`config.mk`:
```
export PLATFORM = sky130hd
export DESIGN_NAME = dpah_ctrl
export DESIGN_NICKNAME = d
export VERILOG_FILES = /design/src/design/dpah_pkg.sv /design/src/design/dpah_ctrl.sv /design/src/design/dpah_sync.sv /design/src/design/dpah_timer.sv
export SDC_FILE = /design/constraint.sdc
export NUM_CORES = 1
export LEC_CHECK = 0
export BUFFER_PORTS_ARGS = -buffer_cell sky130_fd_sc_hd__buf_4
export CAP_MARGIN = 25
export CORE_MARGIN = 2
export CORE_UTILIZATION = 45
export DETAILED_ROUTE_END_ITERATION = 7
export PLACE_DENSITY = 0.74
export SKIP_LAST_GASP = 1
export SYNTH_ARGS = -nofsm -noshare
export SYNTH_HDL_FRONTEND = slang
export SYNTH_SLANG_ARGS = --single-unit
```
`constraint.sdc`:
```
create_clock -name pclk -period 2.2 [get_ports pclk]
set_input_delay 0.44 -clock pclk [delete_from_list [all_inputs] [get_ports pclk]]
set_output_delay 0.44 -clock pclk [all_outputs]
set_load 0.01 [all_outputs]
```
`src/design/dpah_pkg.sv`:
```
// Constants, register map, timing and states of the dual-port memory host
// Operation
// - Host keeps strobe or select high whenever the address changes.
// - Host picks array or flag space and holds it for the enable interval.
// - With output drive low, strobe lasts max(pulse width, turn-off plus set-up).
// - Host waits the flag write-to-read interval before reading a flag back.
// - Host keeps its strobe low for the hold-release interval afterwards.
// - In slave role external hold must lead the write, zero minimum.
package dpah_pkg;

    // ************************************************************
    // Register map, word offsets on APB
    // ************************************************************
    localparam logic [7:0] REG_CTRL   = 8'h00;
    localparam logic [7:0] REG_ADDR   = 8'h04;
    localparam logic [7:0] REG_WDATA  = 8'h08;
    localparam logic [7:0] REG_RDATA  = 8'h0C;
    localparam logic [7:0] REG_STATUS = 8'h10;

    // CTRL fields
    localparam int CTRL_GO    = 0;
    localparam int CTRL_WRITE = 1;
    localparam int CTRL_FLAG  = 2;
    localparam int CTRL_OEW   = 3;
    // STATUS fields
    localparam int ST_ACTIVE  = 0;
    localparam int ST_DONE    = 1;
    localparam int ST_HOLD    = 2;
    localparam int ST_ALERT   = 3;
    localparam int ST_FLAGBAD = 4;
    localparam int ST_STALLED = 5;

    localparam logic [31:0] CTRL_RST  = 32'h0000_0000;
    localparam logic [31:0] ZERO_WORD = 32'h0000_0000;

    // ************************************************************
    // Timing, printed figures and derived cycle counts
    // ************************************************************
    localparam int CLK_PS      = 8000;
    localparam int T_AS_NS     = 0;   // Address set-up
    localparam int T_EW_NS     = 12;  // Enable to end of write
    localparam int T_WP_NS     = 12;  // Write pulse width
    localparam int T_WZ_NS     = 10;  // Strobe to outputs off
    localparam int T_DW_NS     = 10;  // Data valid to end of write
    localparam int T_WH_NS     = 12;  // write_hold_after_release
    localparam int T_SWRD_NS   = 5;   // Flag write to read
    localparam int T_AA_NS     = 15;  // Read access

    function automatic int ceil_cyc(input int ns);
        int c;
        c = (ns * 1000 + CLK_PS - 1) / CLK_PS;
        return (c < 1) ? 1 : c;
    endfunction

    localparam int AS_CYC   = ceil_cyc(T_AS_NS);
    localparam int PW_CYC   = ceil_cyc((T_EW_NS > T_WP_NS) ? T_EW_NS : T_WP_NS);
    localparam int PWO_CYC  = ceil_cyc((T_WZ_NS + T_DW_NS > T_WP_NS) ?
                                       T_WZ_NS + T_DW_NS : T_WP_NS);
    localparam int WH_CYC   = ceil_cyc(T_WH_NS);
    localparam int SWRD_CYC = ceil_cyc(T_SWRD_NS);
    localparam int RD_CYC   = ceil_cyc(T_AA_NS);
    localparam int SYNC_CYC = 2;

    localparam int TMR_W = 4;

    // ************************************************************
    // Sequencer states
    // ************************************************************
    typedef enum logic [5:0] {
        ST_IDLE   = 6'b000001,
        ST_SETUP  = 6'b000010,
        ST_ENAB   = 6'b000100,
        ST_STROBE = 6'b001000,
        ST_RDWAIT = 6'b010000,
        ST_RECOV  = 6'b100000
    } dpah_state_t;

endpackage

```
`src/design/dpah_ctrl.sv`:
```
// Host controller driving one port of a two-port memory, APB programmed
//
// The placing of the registers and the APB interface to the registers were chosen for this implementation.
`timescale 1ns/100ps
module dpah_ctrl #(
    parameter int AW = 17,
    parameter int DW = 8
) (
    // Clock and reset
    input  wire logic          pclk,
    input  wire logic          presetn,
    // APB slave
    input  wire logic          psel,
    input  wire logic          penable,
    input  wire logic          pwrite,
    input  wire logic [7:0]    paddr,
    input  wire logic [31:0]   pwdata,
    output logic      [31:0]   prdata,
    output logic               pready,
    output logic               pslverr,
    // Memory port pins
    output logic               mem_ce_n,
    output logic               mem_rw_n,
    output logic               mem_oe_n,
    output logic               flag_space_select_n,
    output logic      [AW-1:0] mem_addr,
    input  wire logic [DW-1:0] mem_dq_i,
    output logic      [DW-1:0] mem_dq_o,
    output logic               mem_dq_oe,
    input  wire logic          mem_hold_n,
    input  wire logic          mem_alert_n
);

    // ************************************************************
    // Declarations
    // ************************************************************
    dpah_pkg::dpah_state_t state_q;

    logic [31:0]   ctrl_q;
    logic [AW-1:0] addr_q;
    logic [DW-1:0] wdata_q;
    logic [DW-1:0] rdata_q;
    logic          done_q;
    logic          flagbad_q;
    logic          stalled_q;
    logic          op_wr_q;
    logic          op_flag_q;
    logic          op_oew_q;

    logic [DW-1:0] dq_s;
    logic          hold_n_s;
    logic          alert_n_s;

    logic                          tmr_load;
    logic [dpah_pkg::TMR_W-1:0]    tmr_count;
    logic                          tmr_exp;

    logic acc;
    logic wr_acc;
    logic rd_acc;
    logic go;
    logic done_set;
    logic done_clr;

    // Register decode, shared by read and write paths
    function automatic logic addr_hit(input logic [7:0] a);
        if (a == dpah_pkg::REG_CTRL) begin
            return 1'b1;
        end else if (a == dpah_pkg::REG_ADDR) begin
            return 1'b1;
        end else if (a == dpah_pkg::REG_WDATA) begin
            return 1'b1;
        end else if (a == dpah_pkg::REG_RDATA) begin
            return 1'b1;
        end else if (a == dpah_pkg::REG_STATUS) begin
            return 1'b1;
        end else begin
            return 1'b0;
        end
    endfunction

    // ************************************************************
    // Pin synchronisers and phase timer
    // ************************************************************
    dpah_sync #(.W(DW), .RST_VAL('0)) u_sync_dq (
        .pclk    (pclk),
        .presetn (presetn),
        .d       (mem_dq_i),
        .q       (dq_s)
    );

    dpah_sync #(.W(2), .RST_VAL(2'h3)) u_sync_ctl (
        .pclk    (pclk),
        .presetn (presetn),
        .d       ({mem_hold_n, mem_alert_n}),
        .q       ({hold_n_s, alert_n_s})
    );

    dpah_timer #(.W(dpah_pkg::TMR_W)) u_timer (
        .pclk    (pclk),
        .presetn (presetn),
        .load    (tmr_load),
        .count   (tmr_count),
        .expired (tmr_exp)
    );

    // ************************************************************
    // APB slave
    // ************************************************************
    // Access completes in the second access cycle; ready is registered
    assign acc    = psel && penable && !pready;
    assign wr_acc = acc && pwrite && addr_hit(paddr);
    assign rd_acc = acc && !pwrite && addr_hit(paddr);
    assign go     = wr_acc && (paddr == dpah_pkg::REG_CTRL) &&
                    pwdata[dpah_pkg::CTRL_GO] && (state_q == dpah_pkg::ST_IDLE);
    assign done_clr = wr_acc && (paddr == dpah_pkg::REG_STATUS) &&
                      pwdata[dpah_pkg::ST_DONE];

    // Handshake and error answer
    always_ff @(posedge pclk or negedge presetn) begin
        if (!presetn) begin
            pready  <= 1'b0;
            pslverr <= 1'b0;
        end else begin
            pready  <= acc;
            pslverr <= acc && !addr_hit(paddr);
        end
    end

    // Read data mux
    always_ff @(posedge pclk or negedge presetn) begin
        if (!presetn) begin
            prdata <= dpah_pkg::ZERO_WORD;
        end else if (rd_acc) begin
            if (paddr == dpah_pkg::REG_CTRL) begin
                prdata <= ctrl_q;
            end else if (paddr == dpah_pkg::REG_ADDR) begin
                prdata <= 32'(addr_q);
            end else if (paddr == dpah_pkg::REG_WDATA) begin
                prdata <= 32'(wdata_q);
            end else if (paddr == dpah_pkg::REG_RDATA) begin
                prdata <= 32'(rdata_q);
            end else begin
                prdata <= dpah_pkg::ZERO_WORD;
                prdata[dpah_pkg::ST_ACTIVE]  <= state_q != dpah_pkg::ST_IDLE;
                prdata[dpah_pkg::ST_DONE]    <= done_q;
                prdata[dpah_pkg::ST_HOLD]    <= !hold_n_s;
                prdata[dpah_pkg::ST_ALERT]   <= !alert_n_s;
                prdata[dpah_pkg::ST_FLAGBAD] <= flagbad_q;
                prdata[dpah_pkg::ST_STALLED] <= stalled_q;
            end
        end else begin
            prdata <= dpah_pkg::ZERO_WORD;
        end
    end

    // Software registers; address and data are frozen while a cycle runs
    // because the pins must not move under an active select
    always_ff @(posedge pclk or negedge presetn) begin
        if (!presetn) begin
            ctrl_q  <= dpah_pkg::CTRL_RST;
            addr_q  <= '0;
            wdata_q <= '0;
        end else if (wr_acc && state_q == dpah_pkg::ST_IDLE) begin
            if (paddr == dpah_pkg::REG_CTRL) begin
                ctrl_q <= pwdata & ~(32'h1 << dpah_pkg::CTRL_GO);
            end else if (paddr == dpah_pkg::REG_ADDR) begin
                addr_q <= pwdata[AW-1:0];
            end else if (paddr == dpah_pkg::REG_WDATA) begin
                wdata_q <= pwdata[DW-1:0];
            end
        end
    end

    // Done flag: a completion in the clearing cycle wins
    always_ff @(posedge pclk or negedge presetn) begin
        if (!presetn) begin
            done_q <= 1'b0;
        end else if (done_set) begin
            done_q <= 1'b1;
        end else if (done_clr) begin
            done_q <= 1'b0;
        end
    end

    // ************************************************************
    // Pin sequencer
    // ************************************************************
    assign done_set = (state_q == dpah_pkg::ST_RECOV) && tmr_exp;

    // Timer loads on each phase change except SETUP to ENAB and RECOV to IDLE
    always_comb begin
        tmr_load  = 1'b0;
        tmr_count = '0;
        case (state_q)
            dpah_pkg::ST_IDLE: begin
                tmr_load  = go;
                tmr_count = dpah_pkg::TMR_W'(dpah_pkg::AS_CYC);
            end
            dpah_pkg::ST_SETUP: begin
                // Read waits the access time plus the data synchroniser
                tmr_load  = tmr_exp && !op_wr_q;
                tmr_count = dpah_pkg::TMR_W'(dpah_pkg::RD_CYC +
                                            dpah_pkg::SYNC_CYC);
            end
            dpah_pkg::ST_ENAB: begin
                tmr_load  = 1'b1;
                tmr_count = op_oew_q ?
                            dpah_pkg::TMR_W'(dpah_pkg::PWO_CYC) :
                            dpah_pkg::TMR_W'(dpah_pkg::PW_CYC);
            end
            dpah_pkg::ST_STROBE: begin
                // hold after release, counted from the synced edge
                tmr_load  = !hold_n_s;
                tmr_count = dpah_pkg::TMR_W'(dpah_pkg::WH_CYC +
                                            dpah_pkg::SYNC_CYC);
                if (tmr_exp && hold_n_s) begin
                    tmr_load  = 1'b1;
                    tmr_count = op_flag_q ?
                                dpah_pkg::TMR_W'(dpah_pkg::SWRD_CYC) :
                                dpah_pkg::TMR_W'(dpah_pkg::AS_CYC);
                end
            end
            dpah_pkg::ST_RDWAIT: begin
                tmr_load  = tmr_exp;
                tmr_count = dpah_pkg::TMR_W'(dpah_pkg::AS_CYC);
            end
            default: begin
                tmr_load  = 1'b0;
            end
        endcase
    end

    // State, operation latch and pin drive
    always_ff @(posedge pclk or negedge presetn) begin
        if (!presetn) begin
            state_q             <= dpah_pkg::ST_IDLE;
            op_wr_q             <= 1'b0;
            op_flag_q           <= 1'b0;
            op_oew_q            <= 1'b0;
            mem_ce_n            <= 1'b1;
            mem_rw_n            <= 1'b1;
            mem_oe_n            <= 1'b1;
            flag_space_select_n <= 1'b1;
            mem_addr            <= '0;
            mem_dq_o            <= '0;
            mem_dq_oe           <= 1'b0;
        end else begin
            case (state_q)
                dpah_pkg::ST_IDLE: begin
                    if (go) begin
                        // address moves only with every strobe high
                        mem_addr  <= addr_q;
                        op_wr_q   <= pwdata[dpah_pkg::CTRL_WRITE];
                        op_flag_q <= pwdata[dpah_pkg::CTRL_FLAG];
                        op_oew_q  <= pwdata[dpah_pkg::CTRL_OEW];
                        state_q   <= dpah_pkg::ST_SETUP;
                    end
                end
                dpah_pkg::ST_SETUP: begin
                    if (tmr_exp) begin
                        if (op_wr_q) begin
                            mem_rw_n  <= 1'b0;
                            mem_oe_n  <= !op_oew_q;
                            mem_dq_o  <= wdata_q;
                            mem_dq_oe <= 1'b1;
                            state_q   <= dpah_pkg::ST_ENAB;
                        end else begin
                            mem_ce_n            <= op_flag_q;
                            flag_space_select_n <= !op_flag_q;
                            mem_oe_n            <= 1'b0;
                            state_q             <= dpah_pkg::ST_RDWAIT;
                        end
                    end
                end
                dpah_pkg::ST_ENAB: begin
                    mem_ce_n            <= op_flag_q;
                    flag_space_select_n <= !op_flag_q;
                    state_q             <= dpah_pkg::ST_STROBE;
                end
                dpah_pkg::ST_STROBE: begin
                    // strobe kept low while hold is low
                    if (tmr_exp && hold_n_s) begin
                        mem_rw_n            <= 1'b1;
                        mem_oe_n            <= 1'b1;
                        mem_ce_n            <= 1'b1;
                        flag_space_select_n <= 1'b1;
                        state_q             <= dpah_pkg::ST_RECOV;
                    end
                end
                dpah_pkg::ST_RDWAIT: begin
                    if (tmr_exp) begin
                        mem_oe_n            <= 1'b1;
                        mem_ce_n            <= 1'b1;
                        flag_space_select_n <= 1'b1;
                        state_q             <= dpah_pkg::ST_RECOV;
                    end
                end
                dpah_pkg::ST_RECOV: begin
                    // Data released after the strobe, zero hold met
                    mem_dq_oe <= 1'b0;
                    if (tmr_exp) begin
                        state_q <= dpah_pkg::ST_IDLE;
                    end
                end
                default: begin
                    state_q <= dpah_pkg::ST_IDLE;
                end
            endcase
        end
    end

    // Read capture and flag check
    always_ff @(posedge pclk or negedge presetn) begin
        if (!presetn) begin
            rdata_q   <= '0;
            flagbad_q <= 1'b0;
        end else if (state_q == dpah_pkg::ST_RDWAIT && tmr_exp) begin
            rdata_q <= dq_s;
            // all lines equal on a flag read
            flagbad_q <= op_flag_q && (dq_s != {DW{dq_s[0]}});
        end
    end

    // Stall seen during the last write, for software diagnosis
    always_ff @(posedge pclk or negedge presetn) begin
        if (!presetn) begin
            stalled_q <= 1'b0;
        end else if (go) begin
            stalled_q <= 1'b0;
        end else if (state_q == dpah_pkg::ST_STROBE && !hold_n_s) begin
            stalled_q <= 1'b1;
        end
    end

endmodule

```
`src/design/dpah_sync.sv`:
```
// Two-flop synchroniser for pins from the asynchronous memory
`timescale 1ns/100ps
module dpah_sync #(
    parameter int W = 1,
    parameter logic [W-1:0] RST_VAL = '0
) (
    // Clock and reset
    input  wire logic         pclk,
    input  wire logic         presetn,
    // Data
    input  wire logic [W-1:0] d,
    output logic      [W-1:0] q
);

    logic [W-1:0] meta_q;

    // First stage feeds only the second stage
    always_ff @(posedge pclk or negedge presetn) begin
        if (!presetn) begin
            meta_q <= RST_VAL;
            q      <= RST_VAL;
        end else begin
            meta_q <= d;
            q      <= meta_q;
        end
    end

endmodule

```
`src/design/dpah_timer.sv`:
```
// Down-counter that times pin phases in whole clock cycles
`timescale 1ns/100ps
module dpah_timer #(
    parameter int W = 4
) (
    // Clock and reset
    input  wire logic         pclk,
    input  wire logic         presetn,
    // Control
    input  wire logic         load,
    input  wire logic [W-1:0] count,
    output logic              expired
);

    logic [W-1:0] cnt_q;

    // Load wins over counting so a phase can be restarted at once
    always_ff @(posedge pclk or negedge presetn) begin
        if (!presetn) begin
            cnt_q <= '0;
        end else if (load) begin
            cnt_q <= count;
        end else if (cnt_q != '0) begin
            cnt_q <= cnt_q - 1'b1;
        end
    end

    // Free of load: the sequencer loads on expiry, so no comb loop forms
    assign expired = (cnt_q == '0);

endmodule
```
==> impl_results.md, run 1 <==
* Via-per-instance ratio at 5.30
* Area occupied by multi-input gates at 0.00228 sq mm
* Die height at between 100 and 150 microns
* R2R cell count at 4
* Largest net degree at the start of global routing at 62
* Crit path required time at 2.51 ns
* Crit-path max FO at 10
* Critical setup path kind: reg -> reg
* Diode count at 0
* DRT Wirelength at approximately 14 mm
* Seq. cell area at 0.00412 sq mm
* Net Sw Frac at a little under a quarter
* Die area at about 0.015 sq mm
* Synth Flop Type: dfrtp_1
* P_leak at 4.32 nW
* Critical-path top delay cell: or4_1
* Setup repair after global routing missed its margin: true
* HP Start: mem_dq_i[4]
* Crit share post-route at 99.7%
* FP Rows at 43
* Final #Nets at 648
* RR Startpoint: state_q[3]
* Combinational share of power at 7.1%
* Critical path, cell by cell: or4_1 > nor3b_2 > nand3_2 > mux2_2
* Cell internal pwr at 5.00 mW
* Initial antenna violation count at 0
* Max-cap check violation count at 0
* Syn_nets at between 400 and 500
* Maximum VDD drop at between 400 and 500 uV
* I/O Buffers at roughly 120
* Share of layout cells above drive strength 1 at 44.0%
* Post-synth top area cell: dfrtp_1
* DR vias at about 4.2k
* Io pins at ~120
* Final setup fails at 0
* RePlAce Congestion at 0.834
* Delay-heaviest family, CP: simple AND/OR/NAND/NOR gates
* Yosys reg bits at 164
* Hold/Removal Path Class: in -> reg
* CTS Buf Count at 17
* Tmin final at approximately 2.2 ns
* Yosys top cell area share at 59.9%
* CTS clk-pin slew, worst paths at 0.07 ns
* Number of global-route vias before repair at roughly 4.3k
* P&R area growth vs syn at 29.3%
* Placed wire-length estimate at 10.1 mm
* Cell variety after synth at between 50 and 60
* DR WL/cell at 17.8 microns
* Worst Hold Depth at 1
* Sequential fraction of the synthesis area at 63.5%
* H-tree Lvls at 4
* Util after Layout at 59.9%
* Sequential power share at 48.6%
* Crit. End Element: flop
* Worst Hold Path EP: u_sync_dq.meta_q[4]
* CP max stage delay at approximately 0.59 ns
* Mean Syn Cell Area at approximately 15 sq um
* Commonest non-fill, non-tap cells in the layout: 155 x dfrtp_1, 141 x buf_4, 60 x mux2_2
* Fin cells at 785
* GRT Total Usage at 19.7%
* 1st-pass router iterations at 4
* Core area at 0.0140 sq mm
* Buf+Inv Stages, Crit Path at 0
* Slew of the pin with the lowest slew margin at 0.492 ns
* Postcts setup bufs at 0
* GRT overflow at 0
* Clock buffer depth at 2
* CTS tree: done
* Reg2reg setup slack at 0.007 ns
* Commonest non-fill, non-tap cell in the layout: dfrtp_1
* Clk_skew at 0.0115 ns
* Mapped Area at ~0.0065 sq mm
* Initial Utilization at 46.3%
* Final Cell Area at 0.00838 sq mm
* Remaining antenna violation count after routing at 0
* Worst r2r dst: mem_dq_o[3]
* First-pass GRT wire length at 22.1 mm
* Post-synth EDFFs at 0
* Net switching power at 1.50 mW
* Area post-placement at just under 0.008 sq mm
* Clk pwr share at 44.3%
* Die Span X at 124 microns
* Drt drc at 0
* Fill cell count at 1132
* TNS Setup at 0 ns
* Fraction of registers with async set/reset at 100%
* Dpl cells at 752
* Top post-synthesis cells by area: dfrtp_1 60%, mux2_2 10%, mux2_1 5.9%, dfstp_2 3.7%, mux4_2 2.4%
* Clk sinks at 164
* Cells after Synth at approximately 440
* Worst EP arrival at 2.50 ns
* PwrDens at 776 mW/mm^2
* First DRT Iteration DRCs at 210
* Kind of start point of the critical path: flop
* Fmax at 456 MHz
* Root buffer cell: clkbuf_16
* Status: finished clean
* Tot Pwr at 6.50 mW
* Max_slew headroom at 67.2%
* Yosys warns at 0
* Final Hold Violating Endpoints at 0
* Skew-Pair Late Insertion Delay at 0.43 ns
* Pins Over Slew Limit at 0
state kept, by name, indices dropped and copies added, names as in the netlist, 4 cells and up:
register          count
addr_q               17
ctrl_q               31
mem_addr             17
mem_dq_o              8
prdata               32
rdata_q               8
state_q               6
u_sync_dq.meta_q      8
u_sync_dq.q           8
u_timer.cnt_q         4
wdata_q               8
worst max-delay path by stage:
stage / startpoint / end / cells past startpoint
after detailed placement: paddr[7] / addr_q[16] / 8
after floorplan: paddr[7] / prdata[10] / 7
final: state_q[3] / mem_dq_o[3] / 4
after global placement: paddr[7] / prdata[10] / 6
after CTS: state_q[3] / mem_dq_o[5] / 4
after global routing: state_q[3] / mem_dq_o[3] / 4
worst register-to-register path, delay by kind of cell (launching register included):
family / cells / cell delay (ns)
mux: 1 / 0.39
flops: 1 / 0.42
simple gates: 3 / 1.26
per-stage QoR:
| stage | setup slack (ns) | hold slack [ns] |
|---|---|---|
| 6_report | 0.00731 | 0.114 |
| 5_1_grt | -0.0843 | 0.0914 |
| 3_5_place_dp | -0.0249 | 0.335 |
| 2_1_floorplan | 0.152 | 0.144 |
| 3_3_place_gp | 0.00720 | 0.333 |
| 4_1_cts | 0.00606 | 0.0987 |
cell families (layout without fill, tap and decap cells):
family / Yosys count / in the layout / share of synthesized area [%]
AO/OA/AOI/OAI: 39 / 39 / 4.13
XOR/XNOR: 3 / 3 / 0.406
adder cells (fa/ha/maj): 1 / 1 / 0.193
buffers and inverters: 22 / 184 / 1.60
flip-flops: 164 / 164 / 63.5
multiplexers: 113 / 113 / 20.6
AND/OR/NAND/NOR: 101 / 101 / 9.50
power groups by stage:
stage | Clock [mW] | Sequential [mW] | Combinational, mW
after floorplan | 0 | 3.19 | 0.234
after global placement | 0 | 3.20 | 0.447
after detailed placement | 0 | 3.21 | 0.460
after CTS | 2.94 | 3.15 | 0.467
after global routing | 3.08 | 3.16 | 0.518
final | 2.88 | 3.16 | 0.462
what timing repair did:
item / in CTS / in global routing
hold buffers: 1 / 0
endpoints found under the hold margin: 41 / 0
resized for setup: 0 / 4
endpoints found under the setup margin: 0 / 16
cell type report:
| type | instances | share of cell area, % |
|---|---|---|
| repair buffers | 147 | 13.8 |
| multi-input cells | 257 | 27.2 |
| flip-flops and latches | 164 | 49.1 |
| clock inverters | 14 | 1.82 |
| inverters | 5 | 0.224 |
| well taps | 180 | 2.69 |
| clock buffers | 18 | 5.12 |
metal layers:
metal / up-vias / wire length [microns] / global-route usage, %
met5: - / 0 / 0
met4: 0 / 205 / 7.44
met3: 14 / 686 / 5.59
met2: 107 / 7270 / 33.1
met1: 2147 / 5790 / 24.2
li1: 1896 / - / -
Yosys cell counts, types with 3 or more instances:
| cell | instances |
|---|---|
| buf_2 | 8 |
| nand2_1 | 14 |
| clkbuf_1 | 5 |
| nand3b_1 | 6 |
| a211oi_1 | 4 |
| xor2_1 | 3 |
| dfstp_2 | 9 |
| o211ai_1 | 3 |
| nor2b_1 | 4 |
| a31oi_1 | 3 |
| mux2i_1 | 12 |
| nand4_1 | 4 |
| and2_1 | 16 |
| nor3_1 | 3 |
| dfrtp_1 | 155 |
| inv_1 | 5 |
| nor4_1 | 5 |
| mux2_1 | 34 |
| mux4_2 | 7 |
| o21ai_0 | 13 |
| mux2_2 | 60 |
| nor2_1 | 27 |
| or3_1 | 3 |
(Power assumes the default switching activity.)
==> inputs of run 2 (changes only) <==
- CTS_BUF_LIST: not set -> sky130_fd_sc_hd__clkbuf_16
- PLACE_DENSITY: 0.74 -> 0.76
- clock period: 2.2 -> 1.95 ns (I/O delays scaled with it)
==> impl_results.md, run 2 (same netlist as run 1, synthesis figures left out) <==
* Cell internal pwr at 5.76 mW (+15%)
* Drt drc at 0 (unchanged)
* Net switching power at 1.62 mW (+7.7%)
* P_leak at 4.51 nW (+4.4%)
* Die height at 124 microns (unchanged)
* DR vias at 4271 (+2.6%)
* Crit share post-route at 105% (+5.7 points)
* Largest Register: prdata
* Reg2reg setup slack at -0.10 ns (-0.11 ns)
* Skew-Pair Late Insertion Delay at 0.42 ns (about the same)
* CTS tree: done
* Clk sinks at 164 (unchanged)
* CTS Buf Count at 17 (unchanged)
* Worst EP arrival at 2.35 ns (-0.15 ns)
* RePlAce Congestion at 0.817 (-2.0%)
* GRT overflow at 0 (unchanged)
* Placed wire-length estimate at 10.3 mm (+1.3%)
* Commonest non-fill, non-tap cells in the layout: 162 x buf_4, 154 x dfrtp_1, 60 x mux2_2
* Sequential power share at 48.2% (-0.4 points)
* Core area at 0.0140 sq mm (unchanged)
* Root buffer cell: clkbuf_16
* Remaining antenna violation count after routing at 0 (unchanged)
* Final #Nets at 680 (+4.9%)
* Commonest non-fill, non-tap cell in the layout: buf_4
* Tmin final at 2.05 ns (-0.138 ns)
* Initial Utilization at 46.3% (unchanged)
* Failing checks: negative setup slack
* Largest net degree at the start of global routing at 48 (-23%)
* GRT Total Usage at 20.2% (+0.56 points)
* Crit path required time at 2.24 ns (-0.27 ns)
* I/O Buffers at 118 (unchanged)
* H-tree Lvls at 4 (unchanged)
* Crit-path max FO at 13 (+3)
* Diode count at 0 (unchanged)
* TNS Setup at -3.53 ns (-3.53 ns)
* Hold/Removal Path Class: in -> reg
* 1st-pass router iterations at 4 (unchanged)
* Fill cell count at 1080 (-4.6%)
* First-pass GRT wire length at 23.1 mm (+4.8%)
* Crit. End Element: flop
* Clk_skew at 0.00802 ns (-0.00352 ns)
* Net Sw Frac at 21.9% (-1.2 points)
* DRT Wirelength at 14.5 mm (+4.3%)
* HP Start: mem_hold_n
* R2R cell count at 7 (+3)
* Final Hold Violating Endpoints at 0 (unchanged)
* Largest register FFs at 32 (unchanged)
* Area occupied by multi-input gates at 0.00239 sq mm (+5.1%)
* P&R area growth vs syn at 35.2%
* Worst Hold Depth at 1 (unchanged)
* Worst Hold Path EP: u_sync_ctl.meta_q[1]
* Fmax at 487 MHz (+6.7%)
* CTS clk-pin slew, worst paths at 0.06 ns (about the same)
* Die Span X at 124 microns (unchanged)
* Final worst slack at -0.105 ns (-0.112 ns)
* PwrDens at 842 mW/mm^2 (+8.5%)
* First DRT Iteration DRCs at 260 (+24%)
* Share of layout cells above drive strength 1 at 48.4% (+4.4 points)
* Slew of the pin with the lowest slew margin at 0.434 ns (-0.0584 ns)
* Dpl cells at 770 (+2.4%)
* Combinational share of power at 7.9% (+0.8 points)
* Max-cap check violation count at 0 (unchanged)
* Setup repair after global routing missed its margin: true
* DR WL/cell at 17.8 microns (+0.17%)
* Initial antenna violation count at 0 (unchanged)
* Tot Pwr at 7.37 mW (+13%)
* Pins Over Slew Limit at 0 (unchanged)
* Via-per-instance ratio at 5.23 (-1.4%)
* Dpl ws at -0.313 ns (-0.288 ns)
* Clock buffer depth at 2 (unchanged)
* Seq. cell area at 0.00412 sq mm (about the same)
* RR Startpoint: state_q[4]
* Final setup fails at 64 (+64)
* Io pins at 119 (unchanged)
* Kind of start point of the critical path: flop
* Worst r2r dst: addr_q[11]
* Number of global-route vias before repair at 4402 (+1.3%)
* Fin cells at 817 (+4.1%)
* Clk pwr share at 43.9% (-0.4 points)
* Critical setup path kind: reg -> reg
* Biggest regs: prdata x32, ctrl_q x31
* Status: finished, violations left
* Maximum VDD drop at 548 uV (+25%)
* FP Rows at 43 (unchanged)
* Die area at 0.0154 sq mm (unchanged)
* Max_slew headroom at 71.1% (+3.9 points)
-- run 2: cell count changes in the layout (fill, tap and decap cells not counted), moves of 3 or more --
cell | before | now
buf_4 | 141 | 162
buf_6 | 1 | 9
clkinv_1 | 0 | 3
clkinv_4 | 4 | 1
inv_1 | 4 | 8
inv_6 | 4 | 0
nor2_1 | 27 | 21
nor2_2 | 0 | 3
nor2_4 | 0 | 3
-- run 2: stage by stage --
| step | util [%] | instance area (sq um) | hold WS (ns) |
|---|---|---|---|
| 3_5_place_dp | 56.5 | 7900 | 0.340 |
| 6_report | 62.6 | 8760 | 0.0787 |
| 3_3_place_gp | 56.5 | 7900 | 0.334 |
| 4_1_cts | 61.4 | 8600 | 0.0599 |
| 5_1_grt | 62.6 | 8760 | 0.0597 |
| 2_1_floorplan | - | 6500 | 0.0944 |
-- run 2: routing by layer --
metal | up-vias | routed length (microns) | global-route usage [%] | share of wire (%)
met3 | 16 | 728 | 4.99 | 5.0
met1 | 2179 | 6390 | 27.2 | 44
li1 | 1965 | - | - | -
met2 | 111 | 7180 | 32.2 | 49
met4 | 0 | 234 | 7.44 | 1.6
met5 | - | 0 | 0 | 0
-- run 2: power groups by stage --
stage | Clock [mW] | Combinational [mW] | Sequential (mW)
2_1_floorplan | 0 | 0.265 | 3.60
3_3_place_gp | 0 | 0.513 | 3.61
3_5_place_dp | 0 | 0.526 | 3.62
4_1_cts | 3.30 | 0.538 | 3.55
5_1_grt | 3.45 | 0.642 | 3.56
6_report | 3.24 | 0.581 | 3.56
-- run 2: critical path, cell delays in order (launching register included) --
cell and delay (ns):
dfrtp_2 0.42, nor4_4 0.36, nand3b_4 0.14, nor4b_4 0.28, buf_4 0.18, nand2_4 0.06
buf_12 0.16, mux2_1 0.33
-- run 2: layout make-up --
type	instances	share of cell area [%]
Multi-Input combinational cell	258	27.3
Sequential cell	164	47.0
Tap cell	180	2.57
Clock inverter	15	1.71
Clock buffer	17	4.86
Timing Repair Buffer	178	16.3
Inverter	5	0.214
-- run 2: what timing repair did --
action                                  in CTS  in global routing
setup buffers                                4                  8
resized for setup                           20                 23
hold buffers                                 1                  0
pin swaps                                    2                  7
cloned                                       1                  1
hold endpoints to repair                    39                  0
endpoints found under the setup margin      94                 98
-- run 2: worst max path at each step --
stage	start	endpoint	slack [ns]	cells past startpoint
after floorplan	paddr[0]	prdata[10]	-0.03	7
after global placement	paddr[0]	prdata[15]	-0.24	7
after detailed placement	paddr[0]	prdata[9]	-0.31	7
after CTS	state_q[4]	addr_q[11]	-0.12	7
after global routing	state_q[4]	addr_q[7]	-0.19	7
final	state_q[4]	addr_q[11]	-0.10	7
==> inputs of run 3 (changes only) <==
- CORE_ASPECT_RATIO: not set -> 0.6
- SKIP_CTS_REPAIR_TIMING: not set -> 1
==> impl_results.md, run 3 (same netlist as run 1, synthesis figures left out) <==
* GRT Total Usage at 20.5% (+0.30 points)
* CTS tree: done
* Placed wire-length estimate at 10.9 mm (+5.7%)
* Tmin final at 2.13 ns (+0.0735 ns)
* TNS Setup at -11.76 ns (-8.22 ns)
* Max-cap check violation count at 0 (unchanged)
* Most frequent cell on the critical path: buf_4
* Util after Layout at 62.8% (+0.21 points)
* CTS clk-pin slew, worst paths at 0.07 ns (about the same)
* Worst Hold Depth at 1 (unchanged)
* Failing checks: negative setup slack
* Biggest regs: prdata x32, ctrl_q x31
* Drt drc at 0 (unchanged)
* Clk sinks at 164 (unchanged)
* DR WL/cell at 18.9 microns (+6.2%)
* Pins Over Slew Limit at 0 (unchanged)
* Max_slew headroom at 69.1% (-2.0 points)
* P_leak at 4.51 nW (-0.13%)
* P&R area growth vs syn at 34.6%
* Critical-path top delay cell: dfrtp_2
* 1st-pass router iterations at 5 (+1)
* Tot Pwr at 7.38 mW (about the same)
* Reg2reg setup slack at -0.18 ns (-0.07 ns)
* Crit. End Element: flop
* I/O Buffers at 118 (unchanged)
* FP Rows at 33 (-23%)
* Final #Nets at 673 (-1.0%)
* Setup repair after global routing missed its margin: true
* Maximum VDD drop at 468 uV (-15%)
* CP endpoint: mem_addr[5]
* Fmax at 470 MHz (-3.5%)
* Kind of start point of the critical path: flop
* Largest net degree at the start of global routing at 59 (+23%)
* Start point of the critical path: state_q[2]
* Final Hold Violating Endpoints at 0 (unchanged)
* DR vias at 4395 (+2.9%)
* Clock buffer depth at 2 (unchanged)
* CP max stage delay at 0.45 ns (+0.03 ns)
* First DRT Iteration DRCs at 411 (+58%)
* Initial Utilization at 46.7% (+0.38 points)
* Die height at 96.9 microns (-22%)
* CTS Buf Count at 17 (unchanged)
* Fill cell count at 1092 (+1.1%)
* H-tree Lvls at 4 (unchanged)
* Crit path depth at 7 (unchanged)
* Core area at 0.0139 sq mm (-0.82%)
* Root buffer cell: clkbuf_16
* Diode count at 0 (unchanged)
* Largest register FFs at 32 (unchanged)
* Final worst slack at -0.178 ns (-0.0735 ns)
* Critical path, cell by cell: nor4_4 > nand3b_4 > buf_4 > buf_4 > or2_4 > buf_8 > mux2_2
* Delay-heaviest family, CP: simple AND/OR/NAND/NOR gates
* DRT Wirelength at 15.5 mm (+6.8%)
* Slew of the pin with the lowest slew margin at 0.459 ns (+0.0254 ns)
* R2R cell count at 7 (unchanged)
* Remaining antenna violation count after routing at 0 (unchanged)
* Number of global-route vias before repair at 4567 (+3.7%)
* Commonest non-fill, non-tap cell in the layout: buf_4
* Final setup fails at 89 (+39%)
* RR Startpoint: state_q[2]
* WHS at 0.0751 ns (-0.00358 ns)
* GRT overflow at 0 (unchanged)
* Die area at 0.0154 sq mm (+0.21%)
* Commonest non-fill, non-tap cells in the layout: 159 x buf_4, 153 x dfrtp_1, 60 x mux2_2
* Skew-Pair Late Insertion Delay at 0.42 ns (about the same)
* Crit path required time at 2.25 ns (about the same)
* Share of layout cells above drive strength 1 at 48.6% (+0.22 points)
* RePlAce Congestion at 0.925 (+13%)
* Largest Register: prdata
* Via-per-instance ratio at 5.35 (+2.3%)
* Crit share post-route at 109% (+3.8 points)
* Buf+Inv Stages, Crit Path at 3 (+1)
* First-pass GRT wire length at 24.4 mm (+5.4%)
* Hold/Removal Path Class: in -> reg
* Die Span X at 159 microns (+28%)
* PwrDens at 846 mW/mm^2 (+0.51%)
* Worst EP arrival at 2.43 ns (+0.08 ns)
* Io pins at 119 (unchanged)
* Worst r2r dst: mem_addr[5]
* Status: finished, violations left
* Crit-path max FO at 7 (-6)
* Initial antenna violation count at 0 (unchanged)
* Critical setup path kind: reg -> reg
* Clk_skew at 0.0105 ns (+0.00250 ns)
[run 3: cell types whose count changed in the layout (fill, tap and decap cells not counted), moves of 3 or more]
cell and change:
mux2_1 -9, mux2_4 +9, buf_6 -5, nor2_1 +5, clkinv_4 +4, inv_6 +4, buf_12 +3, buf_4 -3
clkinv_1 -3, nor2_2 -3
[run 3: how the worst min path moves through the flow]
stage,from,end,slack [ns]
after floorplan,presetn,addr_q[0],0.09
after global placement,presetn,mem_addr[4],0.34
after detailed placement,presetn,mem_dq_o[4],0.34
after CTS,presetn,addr_q[3],-0.1
after global routing,mem_dq_i[7],u_sync_dq.meta_q[7],0.06
final,mem_dq_i[3],u_sync_dq.meta_q[3],0.08
[run 3: layer usage]
layer / track usage, % / vias up / share of wire, %
met4: 5.80 / 0 / 1.2
met1: 28.2 / 2251 / 44
li1: - / 1954 / -
met3: 7.33 / 22 / 8.8
met5: 0 / - / 0
met2: 31.0 / 168 / 46
[run 3: power by group]
part,leakage [nW],internal [mW],switching (mW)
combinational,2.02,0.290,0.290
sequential,2.20,3.49,0.0732
clock,0.284,1.79,1.44
total,4.51,5.57,1.80
[run 3: final cells by class]
cell class	count	area [sq um]	share of cell area, %
sequential	164	4120	47.2
multi-input combinational	257	2360	27.0
timing repair buffer	172	1410	16.2
clock buffer	17	425	4.88
tap	192	240	2.76
clock inverter	15	148	1.69
inverter	5	18.8	0.215
[run 3: metrics by stage]
step / worst slack [ns] / cells / cell area, sq um
finish: -0.178 / 822 / 8720
global route: -0.233 / 822 / 8720
CTS: -0.164 / 817 / 8540
detailed placement: -0.266 / 785 / 7960
global placement: -0.186 / 785 / 7960
floorplan: -0.0309 / 443 / 6500
